[src/verilog/cmpc_pkg.sv]
// Constants shared by the comparator control block and its output filter.
// Assumes a 20 MHz system clock and a 32-bit AXI4-Lite register bus.
package cmpc_pkg;

    // ------------------------------------------------------------
    // Clock
    // ------------------------------------------------------------
    localparam int          CLK_PERIOD_NS = 50;

    // ------------------------------------------------------------
    // Register indices (byte address is four times the index)
    // ------------------------------------------------------------
    localparam logic [4:0]  IDX_CTL0  = 5'h00;
    localparam logic [4:0]  IDX_CTL1  = 5'h02;
    localparam logic [4:0]  IDX_CTL2  = 5'h04;
    localparam logic [4:0]  IDX_CTL3  = 5'h06;
    localparam logic [4:0]  IDX_INT   = 5'h0c;
    localparam logic [4:0]  IDX_IV    = 5'h0e;
    localparam logic [4:0]  IDX_IMASK = 5'h10;

    // ------------------------------------------------------------
    // Reset values and writable masks
    // ------------------------------------------------------------
    localparam logic [15:0] CTL0_RST   = 16'h0000;
    localparam logic [15:0] CTL1_RST   = 16'h0000;
    localparam logic [15:0] CTL2_RST   = 16'h0000;
    localparam logic [15:0] CTL3_RST   = 16'h0000;
    localparam logic [15:0] IMASK_RST  = 16'h0000;
    localparam logic [15:0] CTL0_WMASK = 16'h8f8f;
    localparam logic [15:0] CTL1_WMASK = 16'h1cfe;
    localparam logic [15:0] IMASK_WMASK = 16'h0001;
    localparam logic [15:0] IV_CODE_CMP = 16'h0002;
    localparam logic [15:0] IV_CODE_NONE = 16'h0000;

    // ------------------------------------------------------------
    // Field positions
    // ------------------------------------------------------------
    localparam int          MINUS_EN_BIT  = 15;
    localparam int          MINUS_SEL_LSB = 8;
    localparam int          PLUS_EN_BIT   = 7;
    localparam int          PLUS_SEL_LSB  = 0;
    localparam int          MRVS_BIT      = 12;
    localparam int          MRVL_BIT      = 11;
    localparam int          ON_BIT        = 10;
    localparam int          FDLY_LSB      = 6;
    localparam int          EXCH_BIT      = 5;
    localparam int          SHORT_BIT     = 4;
    localparam int          IES_BIT       = 3;
    localparam int          FILT_BIT      = 2;
    localparam int          POL_BIT       = 1;
    localparam int          RESULT_BIT    = 0;
    localparam int          RSRC_LSB      = 6;
    localparam int          FLAG_BIT      = 0;
    localparam logic [1:0]  RSRC_NO_SWITCH = 2'b11;

    // ------------------------------------------------------------
    // Filter delay steps
    // ------------------------------------------------------------
    localparam int          FDLY0_NS = 450;
    localparam int          FDLY1_NS = 900;
    localparam int          FDLY2_NS = 1800;
    localparam int          FDLY3_NS = 3600;
    localparam int          FDLY0_CYC = FDLY0_NS / CLK_PERIOD_NS;
    localparam int          FDLY1_CYC = FDLY1_NS / CLK_PERIOD_NS;
    localparam int          FDLY2_CYC = FDLY2_NS / CLK_PERIOD_NS;
    localparam int          FDLY3_CYC = FDLY3_NS / CLK_PERIOD_NS;

    // ------------------------------------------------------------
    // AXI responses
    // ------------------------------------------------------------
    localparam logic [1:0]  RESP_OKAY   = 2'b00;
    localparam logic [1:0]  RESP_SLVERR = 2'b10;

endpackage

[src/verilog/cmpc_out_filter.sv]
// Digital output filter: the output follows the input once it has held
// a new value for the selected number of cycles. Same clock as caller.
`timescale 1ns/1ns
`default_nettype none
module cmpc_out_filter (
    // Clock and reset
    input  wire logic       clock_i,
    input  wire logic       rst_n_i,
    // Control
    input  wire logic       enable_i,
    input  wire logic [1:0] step_i,
    // Data
    input  wire logic       raw_i,
    output var  logic       out_o
);
    logic [6:0] cnt_r;
    logic [6:0] cnt_nxt;
    logic       out_nxt;
    logic [6:0] limit;

    // ------------------------------------------------------------
    // Delay step decode
    // ------------------------------------------------------------
    function automatic logic [6:0] step_limit(input logic [1:0] s);
        case (s)
            2'b00:   step_limit = 7'(cmpc_pkg::FDLY0_CYC);
            2'b01:   step_limit = 7'(cmpc_pkg::FDLY1_CYC);
            2'b10:   step_limit = 7'(cmpc_pkg::FDLY2_CYC);
            default: step_limit = 7'(cmpc_pkg::FDLY3_CYC);
        endcase
    endfunction

    always_comb begin
        limit   = step_limit(step_i);
        cnt_nxt = 7'h00;
        out_nxt = out_o;
        if (!enable_i) begin
            out_nxt = raw_i;
        end else if (raw_i != out_o) begin
            if (cnt_r + 7'h01 >= limit) begin
                out_nxt = raw_i;
            end else begin
                cnt_nxt = cnt_r + 7'h01;
            end
        end
    end

    always_ff @(posedge clock_i) begin
        if (!rst_n_i) begin
            cnt_r <= 7'h00;
            out_o <= 1'b0;
        end else begin
            cnt_r <= cnt_nxt;
            out_o <= out_nxt;
        end
    end
endmodule // cmpc_out_filter
`default_nettype wire

[src/verilog/cmpc_regs.sv]
// Comparator control registers with AXI4-Lite slave and interrupt.
// Assumes one 20 MHz clock; compare_raw_i comes from the analog domain.
//
// What this block does
// - Decode seven registers at their word offsets
// - Power-up clear resets all but control 3
// - Control 3 resets only on power-on
// - Vector word is read-only
// - Minus enable gates minus channel selector
// - Plus enable gates plus channel
// - Plus selector acts only while enabled
// - Flag set on selected result edge
// - Filter delay field picks four steps
// - Short bit shorts both terminals
// - Exchange swaps terminals, inverts output
//
// The AXI4-Lite interface to the registers was left to the implementer.
`timescale 1ns/1ns
`default_nettype none
module cmpc_regs (
    // Clock and resets
    input  wire logic        clock_i,
    input  wire logic        rst_n_i,
    input  wire logic        power_up_clear_i,
    // AXI4-Lite write
    input  wire logic [6:0]  s_axi_awaddr,
    input  wire logic        s_axi_awvalid,
    output var  logic        s_axi_awready,
    input  wire logic [31:0] s_axi_wdata,
    input  wire logic [3:0]  s_axi_wstrb,
    input  wire logic        s_axi_wvalid,
    output var  logic        s_axi_wready,
    output var  logic [1:0]  s_axi_bresp,
    output var  logic        s_axi_bvalid,
    input  wire logic        s_axi_bready,
    // AXI4-Lite read
    input  wire logic [6:0]  s_axi_araddr,
    input  wire logic        s_axi_arvalid,
    output var  logic        s_axi_arready,
    output var  logic [31:0] s_axi_rdata,
    output var  logic [1:0]  s_axi_rresp,
    output var  logic        s_axi_rvalid,
    input  wire logic        s_axi_rready,
    // Analog front end
    input  wire logic        compare_raw_i,
    output var  logic        minus_channel_enable_o,
    output var  logic [3:0]  minus_channel_select_o,
    output var  logic        plus_channel_enable_o,
    output var  logic [3:0]  plus_channel_select_o,
    output var  logic        input_short_switch_o,
    output var  logic        terminal_exchange_o,
    output var  logic        comparator_on_o,
    output var  logic        high_reference_sel_o,
    output var  logic [15:0] reference_control_o,
    output var  logic [15:0] port_buffer_disable_o,
    // Status
    output var  logic        compare_result_o,
    output var  logic        irq_o
);
    // ------------------------------------------------------------
    // Helpers
    // ------------------------------------------------------------
    function automatic logic is_mapped(input logic [4:0] idx);
        case (idx)
            cmpc_pkg::IDX_CTL0, cmpc_pkg::IDX_CTL1, cmpc_pkg::IDX_CTL2,
            cmpc_pkg::IDX_CTL3, cmpc_pkg::IDX_INT, cmpc_pkg::IDX_IV,
            cmpc_pkg::IDX_IMASK: is_mapped = 1'b1;
            default:             is_mapped = 1'b0;
        endcase
    endfunction

    function automatic logic [15:0] merge(input logic [15:0] old,
                                          input logic [15:0] data,
                                          input logic [1:0]  strb,
                                          input logic [15:0] wmask);
        logic [15:0] m;
        m     = {{8{strb[1]}}, {8{strb[0]}}} & wmask;
        merge = (old & ~m) | (data & m);
    endfunction

    // ------------------------------------------------------------
    // State
    // ------------------------------------------------------------
    logic [15:0] ctl0_r, ctl0_nxt, ctl1_r, ctl1_nxt;
    logic [15:0] ctl2_r, ctl2_nxt, ctl3_r, ctl3_nxt;
    logic [15:0] imask_r, imask_nxt;
    logic        flag_r, flag_nxt, prev_r, irq_nxt;
    logic        aw_held_r, aw_held_nxt, w_held_r, w_held_nxt;
    logic [4:0]  widx_r, widx_nxt;
    logic [15:0] wdata_r, wdata_nxt;
    logic [1:0]  wstrb_r, wstrb_nxt;
    logic        bvalid_r, bvalid_nxt, rvalid_r, rvalid_nxt;
    logic [1:0]  bresp_r, bresp_nxt, rresp_r, rresp_nxt;
    logic [31:0] rdata_r, rdata_nxt;
    logic        sync1_r, sync2_r;
    logic        filt_in, result;
    logic        wr_go, set_ev, clr_ev, ref_hi;
    logic [15:0] ctl1_view, iv_view, rd_word;
    logic [4:0]  ridx;

    // ------------------------------------------------------------
    // Comparator output path
    // ------------------------------------------------------------
    always_ff @(posedge clock_i) begin
        if (!rst_n_i) begin
            sync1_r <= 1'b0;
            sync2_r <= 1'b0;
        end else begin
            sync1_r <= compare_raw_i;
            sync2_r <= sync1_r;
        end
    end

    // Exchange inverts the result; polarity inverts again
    assign filt_in = sync2_r ^ ctl1_r[cmpc_pkg::EXCH_BIT]
                   ^ ctl1_r[cmpc_pkg::POL_BIT];

    cmpc_out_filter u_filter (
        .clock_i  (clock_i),
        .rst_n_i  (rst_n_i),
        .enable_i (ctl1_r[cmpc_pkg::FILT_BIT]),
        .step_i   (ctl1_r[cmpc_pkg::FDLY_LSB +: 2]),
        .raw_i    (filt_in),
        .out_o    (result)
    );

    // ------------------------------------------------------------
    // Next-state logic
    // ------------------------------------------------------------
    assign ridx      = s_axi_araddr[6:2];
    assign ctl1_view = ctl1_r | {15'h0000, result};
    assign iv_view   = flag_r ? cmpc_pkg::IV_CODE_CMP
                              : cmpc_pkg::IV_CODE_NONE;
    assign wr_go     = aw_held_r & w_held_r & ~bvalid_r;

    always_comb begin
        case (ridx)
            cmpc_pkg::IDX_CTL0:  rd_word = ctl0_r;
            cmpc_pkg::IDX_CTL1:  rd_word = ctl1_view;
            cmpc_pkg::IDX_CTL2:  rd_word = ctl2_r;
            cmpc_pkg::IDX_CTL3:  rd_word = ctl3_r;
            cmpc_pkg::IDX_INT:   rd_word = {15'h0000, flag_r};
            cmpc_pkg::IDX_IV:    rd_word = iv_view;
            cmpc_pkg::IDX_IMASK: rd_word = imask_r;
            default:             rd_word = 16'h0000;
        endcase
    end

    always_comb begin
        // Bus channels
        aw_held_nxt = aw_held_r;
        w_held_nxt  = w_held_r;
        widx_nxt    = widx_r;
        wdata_nxt   = wdata_r;
        wstrb_nxt   = wstrb_r;
        bvalid_nxt  = bvalid_r;
        bresp_nxt   = bresp_r;
        rvalid_nxt  = rvalid_r;
        rresp_nxt   = rresp_r;
        rdata_nxt   = rdata_r;
        if (s_axi_awvalid && s_axi_awready) begin
            aw_held_nxt = 1'b1;
            widx_nxt    = s_axi_awaddr[6:2];
        end
        if (s_axi_wvalid && s_axi_wready) begin
            w_held_nxt = 1'b1;
            wdata_nxt  = s_axi_wdata[15:0];
            wstrb_nxt  = s_axi_wstrb[1:0];
        end
        if (s_axi_bvalid && s_axi_bready) begin
            bvalid_nxt = 1'b0;
        end
        if (wr_go) begin
            aw_held_nxt = 1'b0;
            w_held_nxt  = 1'b0;
            bvalid_nxt  = 1'b1;
            bresp_nxt   = is_mapped(widx_r) ? cmpc_pkg::RESP_OKAY
                                            : cmpc_pkg::RESP_SLVERR;
        end
        if (s_axi_rvalid && s_axi_rready) begin
            rvalid_nxt = 1'b0;
        end
        if (s_axi_arvalid && s_axi_arready) begin
            rvalid_nxt = 1'b1;
            rdata_nxt  = {16'h0000, rd_word};
            rresp_nxt  = is_mapped(ridx) ? cmpc_pkg::RESP_OKAY
                                         : cmpc_pkg::RESP_SLVERR;
        end

        // Registers; vector word has no write path
        ctl0_nxt  = ctl0_r;
        ctl1_nxt  = ctl1_r;
        ctl2_nxt  = ctl2_r;
        ctl3_nxt  = ctl3_r;
        imask_nxt = imask_r;
        clr_ev    = 1'b0;
        if (wr_go) begin
            case (widx_r)
                cmpc_pkg::IDX_CTL0: ctl0_nxt = merge(ctl0_r, wdata_r,
                    wstrb_r, cmpc_pkg::CTL0_WMASK);
                cmpc_pkg::IDX_CTL1: ctl1_nxt = merge(ctl1_r, wdata_r,
                    wstrb_r, cmpc_pkg::CTL1_WMASK);
                cmpc_pkg::IDX_CTL2: ctl2_nxt = merge(ctl2_r, wdata_r,
                    wstrb_r, 16'hffff);
                cmpc_pkg::IDX_CTL3: ctl3_nxt = merge(ctl3_r, wdata_r,
                    wstrb_r, 16'hffff);
                cmpc_pkg::IDX_IMASK: imask_nxt = merge(imask_r, wdata_r,
                    wstrb_r, cmpc_pkg::IMASK_WMASK);
                cmpc_pkg::IDX_INT: clr_ev = wstrb_r[0]
                                          & wdata_r[cmpc_pkg::FLAG_BIT];
                default: clr_ev = 1'b0;
            endcase
        end

        // Edge flag, set wins over clear
        set_ev = ctl1_r[cmpc_pkg::IES_BIT] ? (prev_r & ~result)
                                           : (~prev_r & result);
        flag_nxt = (flag_r & ~clr_ev) | set_ev;

        // Power-up clear leaves control 3 alone
        if (power_up_clear_i) begin
            ctl0_nxt  = cmpc_pkg::CTL0_RST;
            ctl1_nxt  = cmpc_pkg::CTL1_RST;
            ctl2_nxt  = cmpc_pkg::CTL2_RST;
            imask_nxt = cmpc_pkg::IMASK_RST;
            flag_nxt  = 1'b0;
        end
        irq_nxt = flag_nxt & imask_nxt[cmpc_pkg::FLAG_BIT];

        // Reference level choice
        if (ctl2_r[cmpc_pkg::RSRC_LSB +: 2] == cmpc_pkg::RSRC_NO_SWITCH) begin
            ref_hi = 1'b0;
        end else if (ctl1_r[cmpc_pkg::MRVS_BIT]) begin
            ref_hi = ctl1_r[cmpc_pkg::MRVL_BIT];
        end else begin
            ref_hi = result;
        end
    end

    // ------------------------------------------------------------
    // Registers
    // ------------------------------------------------------------
    always_ff @(posedge clock_i) begin
        if (!rst_n_i) begin
            ctl0_r    <= cmpc_pkg::CTL0_RST;
            ctl1_r    <= cmpc_pkg::CTL1_RST;
            ctl2_r    <= cmpc_pkg::CTL2_RST;
            ctl3_r    <= cmpc_pkg::CTL3_RST;
            imask_r   <= cmpc_pkg::IMASK_RST;
            flag_r    <= 1'b0;
            prev_r    <= 1'b0;
            irq_o     <= 1'b0;
            aw_held_r <= 1'b0;
            w_held_r  <= 1'b0;
            widx_r    <= 5'h00;
            wdata_r   <= 16'h0000;
            wstrb_r   <= 2'b00;
            bvalid_r  <= 1'b0;
            bresp_r   <= cmpc_pkg::RESP_OKAY;
            rvalid_r  <= 1'b0;
            rresp_r   <= cmpc_pkg::RESP_OKAY;
            rdata_r   <= 32'h0000_0000;
            minus_channel_enable_o <= 1'b0;
            minus_channel_select_o <= 4'h0;
            plus_channel_enable_o  <= 1'b0;
            plus_channel_select_o  <= 4'h0;
            high_reference_sel_o   <= 1'b0;
        end else begin
            ctl0_r    <= ctl0_nxt;
            ctl1_r    <= ctl1_nxt;
            ctl2_r    <= ctl2_nxt;
            ctl3_r    <= ctl3_nxt;
            imask_r   <= imask_nxt;
            flag_r    <= flag_nxt;
            prev_r    <= result;
            irq_o     <= irq_nxt;
            aw_held_r <= aw_held_nxt;
            w_held_r  <= w_held_nxt;
            widx_r    <= widx_nxt;
            wdata_r   <= wdata_nxt;
            wstrb_r   <= wstrb_nxt;
            bvalid_r  <= bvalid_nxt;
            bresp_r   <= bresp_nxt;
            rvalid_r  <= rvalid_nxt;
            rresp_r   <= rresp_nxt;
            rdata_r   <= rdata_nxt;
            minus_channel_enable_o <= ctl0_r[cmpc_pkg::MINUS_EN_BIT];
            minus_channel_select_o <= ctl0_r[cmpc_pkg::MINUS_EN_BIT]
                ? ctl0_r[cmpc_pkg::MINUS_SEL_LSB +: 4] : 4'h0;
            plus_channel_enable_o  <= ctl0_r[cmpc_pkg::PLUS_EN_BIT];
            plus_channel_select_o  <= ctl0_r[cmpc_pkg::PLUS_EN_BIT]
                ? ctl0_r[cmpc_pkg::PLUS_SEL_LSB +: 4] : 4'h0;
            high_reference_sel_o   <= ref_hi;
        end
    end

    // ------------------------------------------------------------
    // Outputs
    // ------------------------------------------------------------
    assign s_axi_awready         = ~aw_held_r & ~bvalid_r;
    assign s_axi_wready          = ~w_held_r & ~bvalid_r;
    assign s_axi_bvalid          = bvalid_r;
    assign s_axi_bresp           = bresp_r;
    assign s_axi_arready         = ~rvalid_r;
    assign s_axi_rvalid          = rvalid_r;
    assign s_axi_rdata           = rdata_r;
    assign s_axi_rresp           = rresp_r;
    assign input_short_switch_o  = ctl1_r[cmpc_pkg::SHORT_BIT];
    assign terminal_exchange_o   = ctl1_r[cmpc_pkg::EXCH_BIT];
    assign comparator_on_o       = ctl1_r[cmpc_pkg::ON_BIT];
    assign reference_control_o   = ctl2_r;
    assign port_buffer_disable_o = ctl3_r;
    assign compare_result_o      = result;
endmodule // cmpc_regs
`default_nettype wire

[config.mk]
export PLATFORM = sky130hd
export DESIGN_NAME = cmpc_regs
export DESIGN_NICKNAME = d
export VERILOG_FILES = /design/src/verilog/cmpc_pkg.sv /design/src/verilog/cmpc_out_filter.sv /design/src/verilog/cmpc_regs.sv
export SDC_FILE = /design/constraint.sdc
export NUM_CORES = 1
export LEC_CHECK = 0
export ABC_AREA = 1
export BUFFER_PORTS_ARGS = -buffer_cell sky130_fd_sc_hd__clkbuf_2
export CAP_MARGIN = 0
export CORE_ASPECT_RATIO = 1.4
export CORE_MARGIN = 1
export CORE_UTILIZATION = 49
export DETAILED_ROUTE_END_ITERATION = 16
export GPL_TIMING_DRIVEN = 0
export PLACE_DENSITY = 0.79
export SYNTH_ARGS = -nofsm -noshare
export SYNTH_HDL_FRONTEND = slang
export SYNTH_HIERARCHICAL = 1
export SYNTH_SLANG_ARGS = --single-unit
[constraint.sdc]
create_clock -name clock_i -period 3.7 [get_ports clock_i]
set_input_delay 0.74 -clock clock_i [delete_from_list [all_inputs] [get_ports clock_i]]
set_output_delay 0.74 -clock clock_i [all_outputs]
set_load 0.005 [all_outputs]
==> metrics.log, run 1 <==
INFO  metric outcome = completed
INFO  metric grt_start_max_net_pins = 17
INFO  metric end_kind = flip-flop
INFO  metric dpl_worst_slack = between 1 and 1.5 ns
INFO  metric num_vias = between 4000 and 5000
INFO  metric post_cts.repair.setup_buffers = 0
INFO  metric dominant_synthesized_flop_cell = sky130_fd_sc_hd__dfxtp_1
INFO  metric final_routed_wirelength_across_all_metal_layers = between 10000 and 15000 um
INFO  metric cts_max_path_buffers = 2
INFO  metric fmaxAchievable = ~0.47 GHz
INFO  metric firstDrtPassIters = 6
INFO  metric area_of_all_placed_cells_without_fillers = between 6000 and 7000 um2
INFO  metric stdcell_count = a little under 1000
INFO  metric crit_required = about 4 ns
INFO  metric floorplan.io_pins = roughly 150
INFO  metric die-area = between 10000 and 15000 um2
INFO  metric synthCells = 700
INFO  metric finalSetupTns = 0 ns
INFO  metric finClkSkew = between 0.003 and 0.004 ns
INFO  metric cts_hold_buffers = 0
INFO  metric final_layout_size_suffix_gt1_frac = 0.228
INFO  metric die_x = 89.3 um
INFO  metric global_route.usage.total = 0.259
INFO  metric synth.distinct_cells = 31
INFO  metric drt_first_iter_violations = between 300 and 400
INFO  metric initial_standard_cell_utilization_of_the_core = 0.505
INFO  metric yosysWarningCount = 6
INFO  metric yosysSeqAreaShare = 0.468
INFO  metric filler_cell_count = ~940
INFO  metric timing.critical_path.arrival = roughly 2.5 ns
INFO  metric crit_fanout = 7
INFO  metric cts-root-buf = sky130_fd_sc_hd__clkbuf_16
INFO  metric worstSetupPathType = reg2reg
INFO  metric grt_pass1_vias = between 4000 and 5000
INFO  metric synth-edff-count = 0
INFO  metric worstSkewPairLatency = 0.41 ns
INFO  metric fin_nets = approximately 910
INFO  metric numPlacedInstances = 962
INFO  metric detail_route.drc_violations = 0
INFO  metric area.growth.synth_to_final = 26.7%
INFO  metric placement.cell_area = roughly 6000 um2
INFO  metric die_y = roughly 120 um
INFO  metric finalWorstPathRequiredPeriod = about 2.1 ns
INFO  metric timing.final.ws_setup = between 1.5 and 2 ns
INFO  metric route.detailed.wl_per_inst = roughly 14 um
INFO  metric ant_nets = 0
INFO  metric antenna_found_initial = 0
INFO  metric power.ir.vdd_worst = 322 uV
INFO  metric worst_pin_slew = roughly 0.57 ns
INFO  metric num_rows = 44
INFO  metric avgSynthCellArea = roughly 7.5 um2
INFO  metric slew-limit-headroom = 0.622
INFO  metric final_hold_violation_count = 0
INFO  metric setup_violations = 0
INFO  metric cp-start-kind = flip-flop
INFO  metric globalRoute.totalOverflow = 0
INFO  metric io_buffer_count = between 100 and 150
INFO  metric gp_congestion = 0.859
INFO  metric total_leakage_power = 0.00306 uW
INFO  metric post_drt_via_cell_ratio = approximately 5.0
INFO  metric ys_async_sr_fraction = 0
INFO  metric drv.max_cap_violation_count = 0
INFO  metric clock_buffers_created_by_tritoncts = 17
INFO  metric synth_seq_cells = 122
INFO  metric core_region_area = between 10000 and 15000 um2
INFO  metric worst_hold_path_type = reg2reg
INFO  metric final-max-slew-violation-count = 0
INFO  metric grt_first_pass_wirelength = 21200 um
INFO  metric layout_worst_path_cycle_share = 0.571
INFO  metric dp.final_hpwl = slightly above 10000 um
INFO  metric rsz0062_at_grt = false
INFO  metric path_clk_slew = 0.05 ns
INFO  metric post_cts.resized_instances = 0
INFO  metric tritoncts_clock_tree = built
INFO  metric cts_num_sinks = 122
INFO  metric syn_area = 5220 um2
INFO  metric ctsHtreeMaxLevel = 4
INFO  metric power.density = 501 nW/um2
INFO  metric antenna_cells = 0
## power breakdown
group / switching (uW) / internal [uW] / total [uW]
Clock: 562 / 1180 / 1740
Sequential: 26.1 / 1350 / 1370
Combinational: 135 / 71.3 / 206
Total: 723 / 2590 / 3320
## cell usage in the layout (no fill, tap or decap), drive strengths merged
master,count
a211oi,5
a21oi,58
buf,27
bufinv,4
clkbuf,140
clkinv,6
conb,18
dfxtp,122
ha,12
inv,72
nand2,138
nand3,17
nand3b,1
nand4,8
nor2,134
nor3,2
o21a,2
o21ai,84
or2,1
xnor2,1
xor2,4
## critical path, stage by stage, from the launching register on
cell and delay, ns:
sky130_fd_sc_hd__dfxtp_1 0.41, sky130_fd_sc_hd__ha_1 0.25, sky130_fd_sc_hd__nand4_2 0.14, sky130_fd_sc_hd__o21ai_0 0.18, sky130_fd_sc_hd__nand2_1 0.09, sky130_fd_sc_hd__ha_1 0.30
sky130_fd_sc_hd__nand2_1 0.08, sky130_fd_sc_hd__nand3b_1 0.09, sky130_fd_sc_hd__nor2_2 0.17, sky130_fd_sc_hd__nand4_2 0.19, sky130_fd_sc_hd__nor2_1 0.14
## routing by layer
layer | part of all wire | wire [um] | global-route usage | vias to the layer above
met5 | 0 | 0 | 0 | -
met4 | 0.040 | 549 | 0.139 | 0
li1 | - | - | - | 2495
met3 | 0.060 | 833 | 0.0689 | 43
met1 | 0.40 | 5480 | 0.293 | 2256
met2 | 0.50 | 6940 | 0.438 | 199
## area by class of cell
| type | instances | area [um2] | area share |
|---|---|---|---|
| Timing Repair Buffer | 107 | 536 | 0.0809 |
| Multi-Input combinational cell | 485 | 2330 | 0.352 |
| Inverter | 74 | 279 | 0.0422 |
| Tap cell | 138 | 173 | 0.0261 |
| Buffer | 36 | 236 | 0.0357 |
| Clock inverter | 8 | 140 | 0.0212 |
| Clock buffer | 24 | 482 | 0.0728 |
| Sequential cell | 122 | 2440 | 0.369 |
## stage by stage
step	power [uW]	hold slack [ns]	util
floorplan	1530	0.390	-
global placement	1600	0.408	0.579
detailed placement	1600	0.402	0.579
CTS	3320	0.434	0.639
global route	3430	0.445	0.639
finish	3320	0.437	0.639
## cell usage after synthesis, types with 2 or more instances
cell	n	share of area
sky130_fd_sc_hd__nand2_1	135	0.097
sky130_fd_sc_hd__dfxtp_1	122	0.47
sky130_fd_sc_hd__nor2_1	116	0.083
sky130_fd_sc_hd__o21ai_0	82	0.079
sky130_fd_sc_hd__inv_1	63	0.045
sky130_fd_sc_hd__a21oi_1	58	0.056
sky130_fd_sc_hd__buf_4	18	0.026
sky130_fd_sc_hd__nand3_1	16	0.015
sky130_fd_sc_hd__ha_1	12	0.029
sky130_fd_sc_hd__nor2_4	11	0.024
sky130_fd_sc_hd__clkbuf_1	9	0.0065
sky130_fd_sc_hd__inv_2	9	0.0065
sky130_fd_sc_hd__nor2_2	7	0.0084
sky130_fd_sc_hd__nand4_1	6	0.0072
sky130_fd_sc_hd__a211oi_1	5	0.0072
sky130_fd_sc_hd__buf_6	4	0.0086
sky130_fd_sc_hd__xor2_1	4	0.0067
sky130_fd_sc_hd__buf_2	3	0.0029
sky130_fd_sc_hd__nand2_2	3	0.0036
sky130_fd_sc_hd__buf_1	2	0.0014
sky130_fd_sc_hd__nand4_2	2	0.0048
sky130_fd_sc_hd__nor3_1	2	0.0019
sky130_fd_sc_hd__o21a_1	2	0.0029
sky130_fd_sc_hd__o21ai_1	2	0.0019
## worst paths after layout
check / from / endpoint / slack (ns) / depth (start not counted)
min: sync1_r / sync2_r / 0.44 / 2
min reg2reg: sync1_r / sync2_r / 0.44 / 2
max reg2reg: u_filter/cnt_r[0] / u_filter/cnt_r[5] / 1.59 / 10
max: u_filter/cnt_r[0] / u_filter/cnt_r[5] / 1.59 / 10
## logic make-up (layout without fill, tap and decap cells)
group / Yosys count / after routing / synth area share
xor+xnor: 5 / 5 / 0.00838
simple gates: 301 / 301 / 0.250
buf+inv: 110 / 249 / 0.0987
compound gates: 149 / 149 / 0.146
fa+ha+maj: 12 / 12 / 0.0287
other cells: 1 / 18 / 0.000718
flops: 122 / 122 / 0.468
Note: power is estimated with default switching activity, not from simulation.
==> run 2, diff against run 1 <==
Clock period 3.7 ns to 2.1 ns, I/O delays scaled along.
==> run 2 against run 1 <==
  * Clock-buffer cell count stayed put
  * Clock power is 76% higher
  * Setup slack worse by 1.4 ns
  * Power is 76% higher
  * Final cell count stayed put
  * Sequential share of layout area is 0.15 points lower
  * Non-clock buffer count stayed put
  * Global-route usage hardly changed
==> metrics.log, run 2 (synthesis results as in run 1) <==
INFO  metric outcome = completed
INFO  metric fmaxAchievable = 0.516 GHz (+9.1%)
INFO  metric drv.max_cap_violation_count = 0 (unchanged)
INFO  metric die_x = 89.3 um (unchanged)
INFO  metric power.density = 879 nW/um2 (+75%)
INFO  metric power.share.switching = 0.218 (about the same)
INFO  metric ctsHtreeMaxLevel = 4 (unchanged)
INFO  metric path_clk_slew = 0.05 ns (about the same)
INFO  metric timing.final.ws_setup = 0.164 ns (-1.42 ns)
INFO  metric ant_nets = 0 (unchanged)
INFO  metric placement.cell_area = 6000 um2 (unchanged)
INFO  metric reg2reg_slack = 0.16 ns (-1.42 ns)
INFO  metric grt_pass1_vias = 4410 (-0.023%)
INFO  metric layout.cells.most_common = sky130_fd_sc_hd__nand2_1
INFO  metric timing.critical_path.arrival = 2.24 ns (-0.22 ns)
INFO  metric cts_max_path_buffers = 2 (unchanged)
INFO  metric dp.final_hpwl = 10200 um (unchanged)
INFO  metric slowest_stage = sky130_fd_sc_hd__dfxtp_2
INFO  metric total_leakage_power = 0.00305 uW (-0.12%)
INFO  metric fin_nets = 914 (unchanged)
INFO  metric worst_pin_slew = 0.570 ns (+0.00269 ns)
INFO  metric grt_first_pass_wirelength = 21300 um (about the same)
INFO  metric crit_fanout = 5 (-2)
INFO  metric cts-root-buf = sky130_fd_sc_hd__clkbuf_16
INFO  metric cts_num_sinks = 122 (unchanged)
INFO  metric route.detailed.wl_per_inst = 14.0 um (+0.61%)
INFO  metric globalRouteMet1Util = 0.293 (unchanged)
INFO  metric reg2reg_depth = 10 (unchanged)
INFO  metric finalWorstPathRequiredPeriod = 1.94 ns (-0.177 ns)
INFO  metric stdcell_count = 994 (unchanged)
INFO  metric p_int = 4570 uW (+76%)
INFO  metric end_kind = flip-flop
INFO  metric detail_route.drc_violations = 0 (unchanged)
INFO  metric whs_path_depth = 3 (+1)
INFO  metric slowest_delay = 0.37 ns (-0.04 ns)
INFO  metric num_vias = 5014 (+0.42%)
INFO  metric die_y = 124 um (unchanged)
INFO  metric die-area = 11100 um2 (unchanged)
INFO  metric clock_buffers_created_by_tritoncts = 17 (unchanged)
INFO  metric grt_most_used_layer = met2
INFO  metric worstSetupPathType = reg2reg
INFO  metric gp_congestion = 0.859 (unchanged)
INFO  metric slew-limit-headroom = 0.620 (-0.00179)
INFO  metric firstDrtPassIters = 6 (unchanged)
INFO  metric finalSetupTns = 0 ns (unchanged)
INFO  metric cp-start-kind = flip-flop
INFO  metric antenna_cells = 0 (unchanged)
INFO  metric io_buffer_count = 107 (unchanged)
INFO  metric layout_worst_path_cycle_share = 0.922 (+0.351)
INFO  metric final_cell_mix = sky130_fd_sc_hd__nand2_1, sky130_fd_sc_hd__dfxtp_1, sky130_fd_sc_hd__nor2_1
INFO  metric drt_first_iter_violations = 357 (-5.8%)
INFO  metric dpl_worst_slack = -0.00120 ns (-1.49 ns)
INFO  metric antenna_found_initial = 0 (unchanged)
INFO  metric worstSkewPairLatency = 0.41 ns (about the same)
INFO  metric grt_start_max_net_pins = 17 (unchanged)
INFO  metric final_routed_wirelength_across_all_metal_layers = 13900 um (+0.61%)
INFO  metric p_sw = 1270 uW (+76%)
INFO  metric crit_required = 2.41 ns (-1.64 ns)
INFO  metric numPlacedInstances = 962 (unchanged)
INFO  metric final-max-slew-violation-count = 0 (unchanged)
INFO  metric sequential_fraction_of_design_power = 0.414 (about the same)
INFO  metric groute.layer.met3.usage = 0.0689 (unchanged)
INFO  metric setup_violations = 0 (unchanged)
INFO  metric final_hold_violation_count = 0 (unchanged)
INFO  metric finClkSkew = 0.00448 ns (+0.000872 ns)
INFO  metric power.ir.vdd_worst = 569 uV (+77%)
INFO  metric globalRoute.totalOverflow = 0 (unchanged)
INFO  metric share_clk_of_total_power = 0.523 (about the same)
INFO  metric post_drt_via_cell_ratio = 5.04 (+0.42%)
INFO  metric power.total = 5840 uW (+76%)
INFO  metric comb_power_share = 0.062 (about the same)
INFO  metric global_route.usage.total = 0.259 (about the same)
INFO  metric area_of_all_placed_cells_without_fillers = 6650 um2 (+0.45%)
INFO  metric critical_path.cell_chain = ha_2, nand4_2, o21ai_1, nand2_1, ha_1, nand2_1, nor2_1, nand2_2, a21oi_2, nor2_1
INFO  metric floorplan.io_pins = 148 (unchanged)
INFO  metric final_layout_size_suffix_gt1_frac = 0.235 (+0.00701)
INFO  metric core_region_area = 10300 um2 (unchanged)
INFO  metric grt_use_met2 = 0.438 (+0.000477)
INFO  metric num_rows = 44 (unchanged)
INFO  metric area.growth.synth_to_final = 27.3%
INFO  metric worst_hold_path_type = in2reg
INFO  metric tritoncts_clock_tree = built
INFO  metric initial_standard_cell_utilization_of_the_core = 0.505 (unchanged)
[run 2: cell counts in the layout (fill, tap and decap cells not counted)]
No cell type changed its count.
[run 2: worst max-delay path: cells and delay by family (launching register included)]
family          cells  cell delay [ns]
compound gates      2             0.31
fa+ha+maj           2             0.52
flops               1             0.37
simple gates        6             0.64
[run 2: stage by stage]
step	hold slack (ns)	util
after floorplan	0.390	-
after global placement	0.408	0.579
after detailed placement	0.402	0.579
after CTS	0.190	0.640
after global routing	0.204	0.642
final	0.192	0.642
[run 2: power by group through the flow]
stage	sequential, uW	combinational, uW	clock (uW)
final	2420	364	3060
after global routing	2420	415	3210
after CTS	2420	363	3070
after detailed placement	2470	359	0
after global placement	2470	354	0
after floorplan	2450	238	0
[run 2: timing repair]
item | 4_1_cts | 5_1_grt
resized for setup | 1 | 8
endpoints found under the setup margin | 1 | 8
hold buffers | 0 | 0
hold endpoints to repair | 0 | 0
setup buffers | 0 | 0
pin swaps | 0 | 1
[run 2: worst paths after layout]
kind,to,startpoint
max,u_filter/out_o,u_filter/cnt_r[0]
min,sync1_r,compare_raw_i
max reg2reg,u_filter/out_o,u_filter/cnt_r[0]
min reg2reg,sync2_r,sync1_r
[run 2: routing by layer]
metal | vias to the layer above | share of wire
li1 | 2497 | -
met1 | 2255 | 0.39
met4 | 0 | 0.041
met2 | 215 | 0.50
met3 | 47 | 0.065
met5 | - | 0
[run 2: cell type report]
cell class | count | area (um2)
Fill cell | 934 | 3700
Sequential cell | 122 | 2440
Clock buffer | 24 | 482
Clock inverter | 8 | 140
Tap cell | 138 | 173
Timing Repair Buffer | 107 | 536
Multi-Input combinational cell | 485 | 2360
Buffer | 36 | 236
Inverter | 74 | 279
==> run 3, diff against run 2 <==
Settings changed: RECOVER_POWER from default to 25, SETUP_SLACK_MARGIN from default to 0.4.
==> run 3 against run 2 <==
  * Power down 0.35%
  * Final area up 1.9%
  * Register-to-register slack better by 0.10 ns
  * Critical path type unchanged
  * Largest cell class unchanged
  * Largest power group unchanged
  * Highest routed layer unchanged
==> metrics.log, run 3 (synthesis results as in run 1) <==
INFO  metric outcome = completed
INFO  metric global_route.usage.total = 0.268 (+0.00895)
INFO  metric slowest_delay = 0.35 ns (-0.02 ns)
INFO  metric slowest_stage = sky130_fd_sc_hd__dfxtp_2
INFO  metric area_used_by_multi_input_combinational_logic = 2440 um2 (+3.6%)
INFO  metric area.growth.synth_to_final = 29.7%
INFO  metric stdcell_count = 999 (+0.50%)
INFO  metric worst_hold_slack = 0.221 ns (+0.0291 ns)
INFO  metric placement.cell_area = 6010 um2 (+0.25%)
INFO  metric num_rows = 44 (unchanged)
INFO  metric worstSkewPairLatency = 0.41 ns (about the same)
INFO  metric dpl_worst_slack = 0.167 ns (+0.168 ns)
INFO  metric cp-start-kind = flip-flop
INFO  metric power.ir.vdd_worst = 593 uV (+4.1%)
INFO  metric die_x = 89.3 um (unchanged)
INFO  metric num_vias = 4982 (-0.64%)
INFO  metric die_y = 124 um (unchanged)
INFO  metric crit_required = 2.43 ns (+0.02 ns)
INFO  metric globalRoute.totalOverflow = 0 (unchanged)
INFO  metric grt_start_max_net_pins = 17 (unchanged)
INFO  metric path_clk_slew = 0.05 ns (about the same)
INFO  metric core_region_area = 10300 um2 (unchanged)
INFO  metric initial_standard_cell_utilization_of_the_core = 0.505 (unchanged)
INFO  metric cts-root-buf = sky130_fd_sc_hd__clkbuf_16
INFO  metric io_buffer_count = 107 (unchanged)
INFO  metric drt_first_iter_violations = 382 (+7.0%)
INFO  metric timing.final.ws_setup = 0.266 ns (+0.102 ns)
INFO  metric post_drt_via_cell_ratio = 4.99 (-1.1%)
INFO  metric tritoncts_clock_tree = built
INFO  metric final_cell_mix = sky130_fd_sc_hd__nand2_1, sky130_fd_sc_hd__dfxtp_1, sky130_fd_sc_hd__nor2_1
INFO  metric final_hold_violation_count = 0 (unchanged)
INFO  metric filler_cell_count = 917 (-1.8%)
INFO  metric area_of_all_placed_cells_without_fillers = 6770 um2 (+1.9%)
INFO  metric finalWorstPathRequiredPeriod = 1.83 ns (-0.102 ns)
INFO  metric die-area = 11100 um2 (unchanged)
INFO  metric finClkSkew = 0.00603 ns (+0.00155 ns)
INFO  metric layout.cells.most_common = sky130_fd_sc_hd__nand2_1
INFO  metric timing.critical_path.arrival = 2.17 ns (-0.07 ns)
INFO  metric gp_congestion = 0.859 (about the same)
INFO  metric ant_nets = 0 (unchanged)
INFO  metric detail_route.drc_violations = 0 (unchanged)
INFO  metric fmaxAchievable = 0.545 GHz (+5.6%)
INFO  metric clock_buffers_created_by_tritoncts = 17 (unchanged)
INFO  metric route.detailed.wl_per_inst = 14.2 um (+1.5%)
INFO  metric final_layout_size_suffix_gt1_frac = 0.243 (+0.00793)
INFO  metric total_leakage_power = 0.00304 uW (-0.60%)
INFO  metric fin_nets = 919 (+0.55%)
INFO  metric worst_hold_path_type = in2reg
INFO  metric finalSetupTns = 0 ns (unchanged)
INFO  metric dp.final_hpwl = 10200 um (+0.73%)
INFO  metric rsz0062_at_grt = true
INFO  metric grt_first_pass_wirelength = 21800 um (+2.6%)
INFO  metric ctsHtreeMaxLevel = 4 (unchanged)
INFO  metric layout_worst_path_cycle_share = 0.874 (-0.0485)
INFO  metric critical_path.cell_chain = ha_4, nand4_4, o21ai_2, nand2_2, ha_4, nand2_2, nand3b_1, nor2_4, nand4_4, nor2_1
INFO  metric grt_pass1_vias = 4665 (+5.8%)
INFO  metric slew-limit-headroom = 0.637 (+0.0164)
INFO  metric final_routed_wirelength_across_all_metal_layers = 14200 um (+2.0%)
INFO  metric crit_fanout = 7 (+2)
INFO  metric final-max-slew-violation-count = 0 (unchanged)
INFO  metric power.density = 860 nW/um2 (-2.2%)
INFO  metric end_kind = flip-flop
INFO  metric worst_pin_slew = 0.545 ns (-0.0246 ns)
INFO  metric antenna_cells = 0 (unchanged)
INFO  metric firstDrtPassIters = 5 (-1)
INFO  metric drv.max_cap_violation_count = 0 (unchanged)
INFO  metric cts_hold_buffers = 0 (unchanged)
INFO  metric antenna_found_initial = 0 (unchanged)
INFO  metric sequential_cell_area = 2450 um2 (+0.36%)
INFO  metric numPlacedInstances = 962 (unchanged)
INFO  metric cts_num_sinks = 122 (unchanged)
INFO  metric worstSetupPathType = reg2reg
INFO  metric cts_max_path_buffers = 2 (unchanged)
INFO  metric floorplan.io_pins = 148 (unchanged)
INFO  metric setup_violations = 0 (unchanged)
[run 3: cell types whose count changed in the layout (fill, tap and decap cells not counted), moves of 2 or more]
cell                         change
sky130_fd_sc_hd__buf_4           +3
sky130_fd_sc_hd__buf_6           +2
sky130_fd_sc_hd__clkbuf_1       +12
sky130_fd_sc_hd__clkbuf_2       -17
sky130_fd_sc_hd__clkinv_2        +2
sky130_fd_sc_hd__clkinvlp_4      +3
sky130_fd_sc_hd__dfxtp_1         -5
sky130_fd_sc_hd__dfxtp_2         +4
sky130_fd_sc_hd__ha_1            -3
sky130_fd_sc_hd__ha_4            +4
sky130_fd_sc_hd__nand2_1         -2
[run 3: where the power goes]
group / total (uW) / leakage, uW / switching, uW / internal, uW
logic: 364 / 0.00174 / 239 / 125
registers: 2420 / 0.000993 / 46.3 / 2370
clock network: 3040 / 0.000308 / 1010 / 2030
[run 3: routing by layer]
metal / up-vias / track usage / routed length, um
li1: 2505 / - / -
met2: 199 / 0.472 / 7270
met3: 41 / 0.0649 / 875
met1: 2237 / 0.287 / 5490
met5: - / 0 / 0
met4: 0 / 0.154 / 520
[run 3: worst max-delay path: cells and delay by family, from the launching register on]
family / cells / cell delay (ns)
flip-flops: 1 / 0.35
AND/OR/NAND/NOR: 7 / 0.85
AO/OA/AOI/OAI: 1 / 0.15
adder cells (fa/ha/maj): 2 / 0.40
[run 3: timing repair]
item,CTS,global route
endpoints found under the setup margin,8,18
pin swaps,8,13
gates resized for setup,4,24
setup buffers,3,2
[run 3: final timing paths]
check                          from  depth (start not counted)  slack (ns)                end
setup / recovery  u_filter/cnt_r[1]                         10        0.27  u_filter/cnt_r[2]
hold / removal        compare_raw_i                          3        0.22            sync1_r
setup reg to reg  u_filter/cnt_r[1]                         10        0.27  u_filter/cnt_r[2]
hold reg to reg             sync1_r                          2        0.41            sync2_r
[run 3: stage by stage]
step                power [uW]   util
finish                    5820  0.654
global route              6030  0.654
CTS                       5850  0.646
detailed placement        2830  0.581
global placement          2820  0.581
floorplan                 2690      -
[run 3: area by class of cell]
type,instances,area share
repair buffers,112,0.0826
inverters,74,0.0417
plain buffers,36,0.0349
multi-input cells,485,0.361
clock inverters,13,0.0257
clock buffers,19,0.0669
well taps,138,0.0255
flip-flops and latches,122,0.362
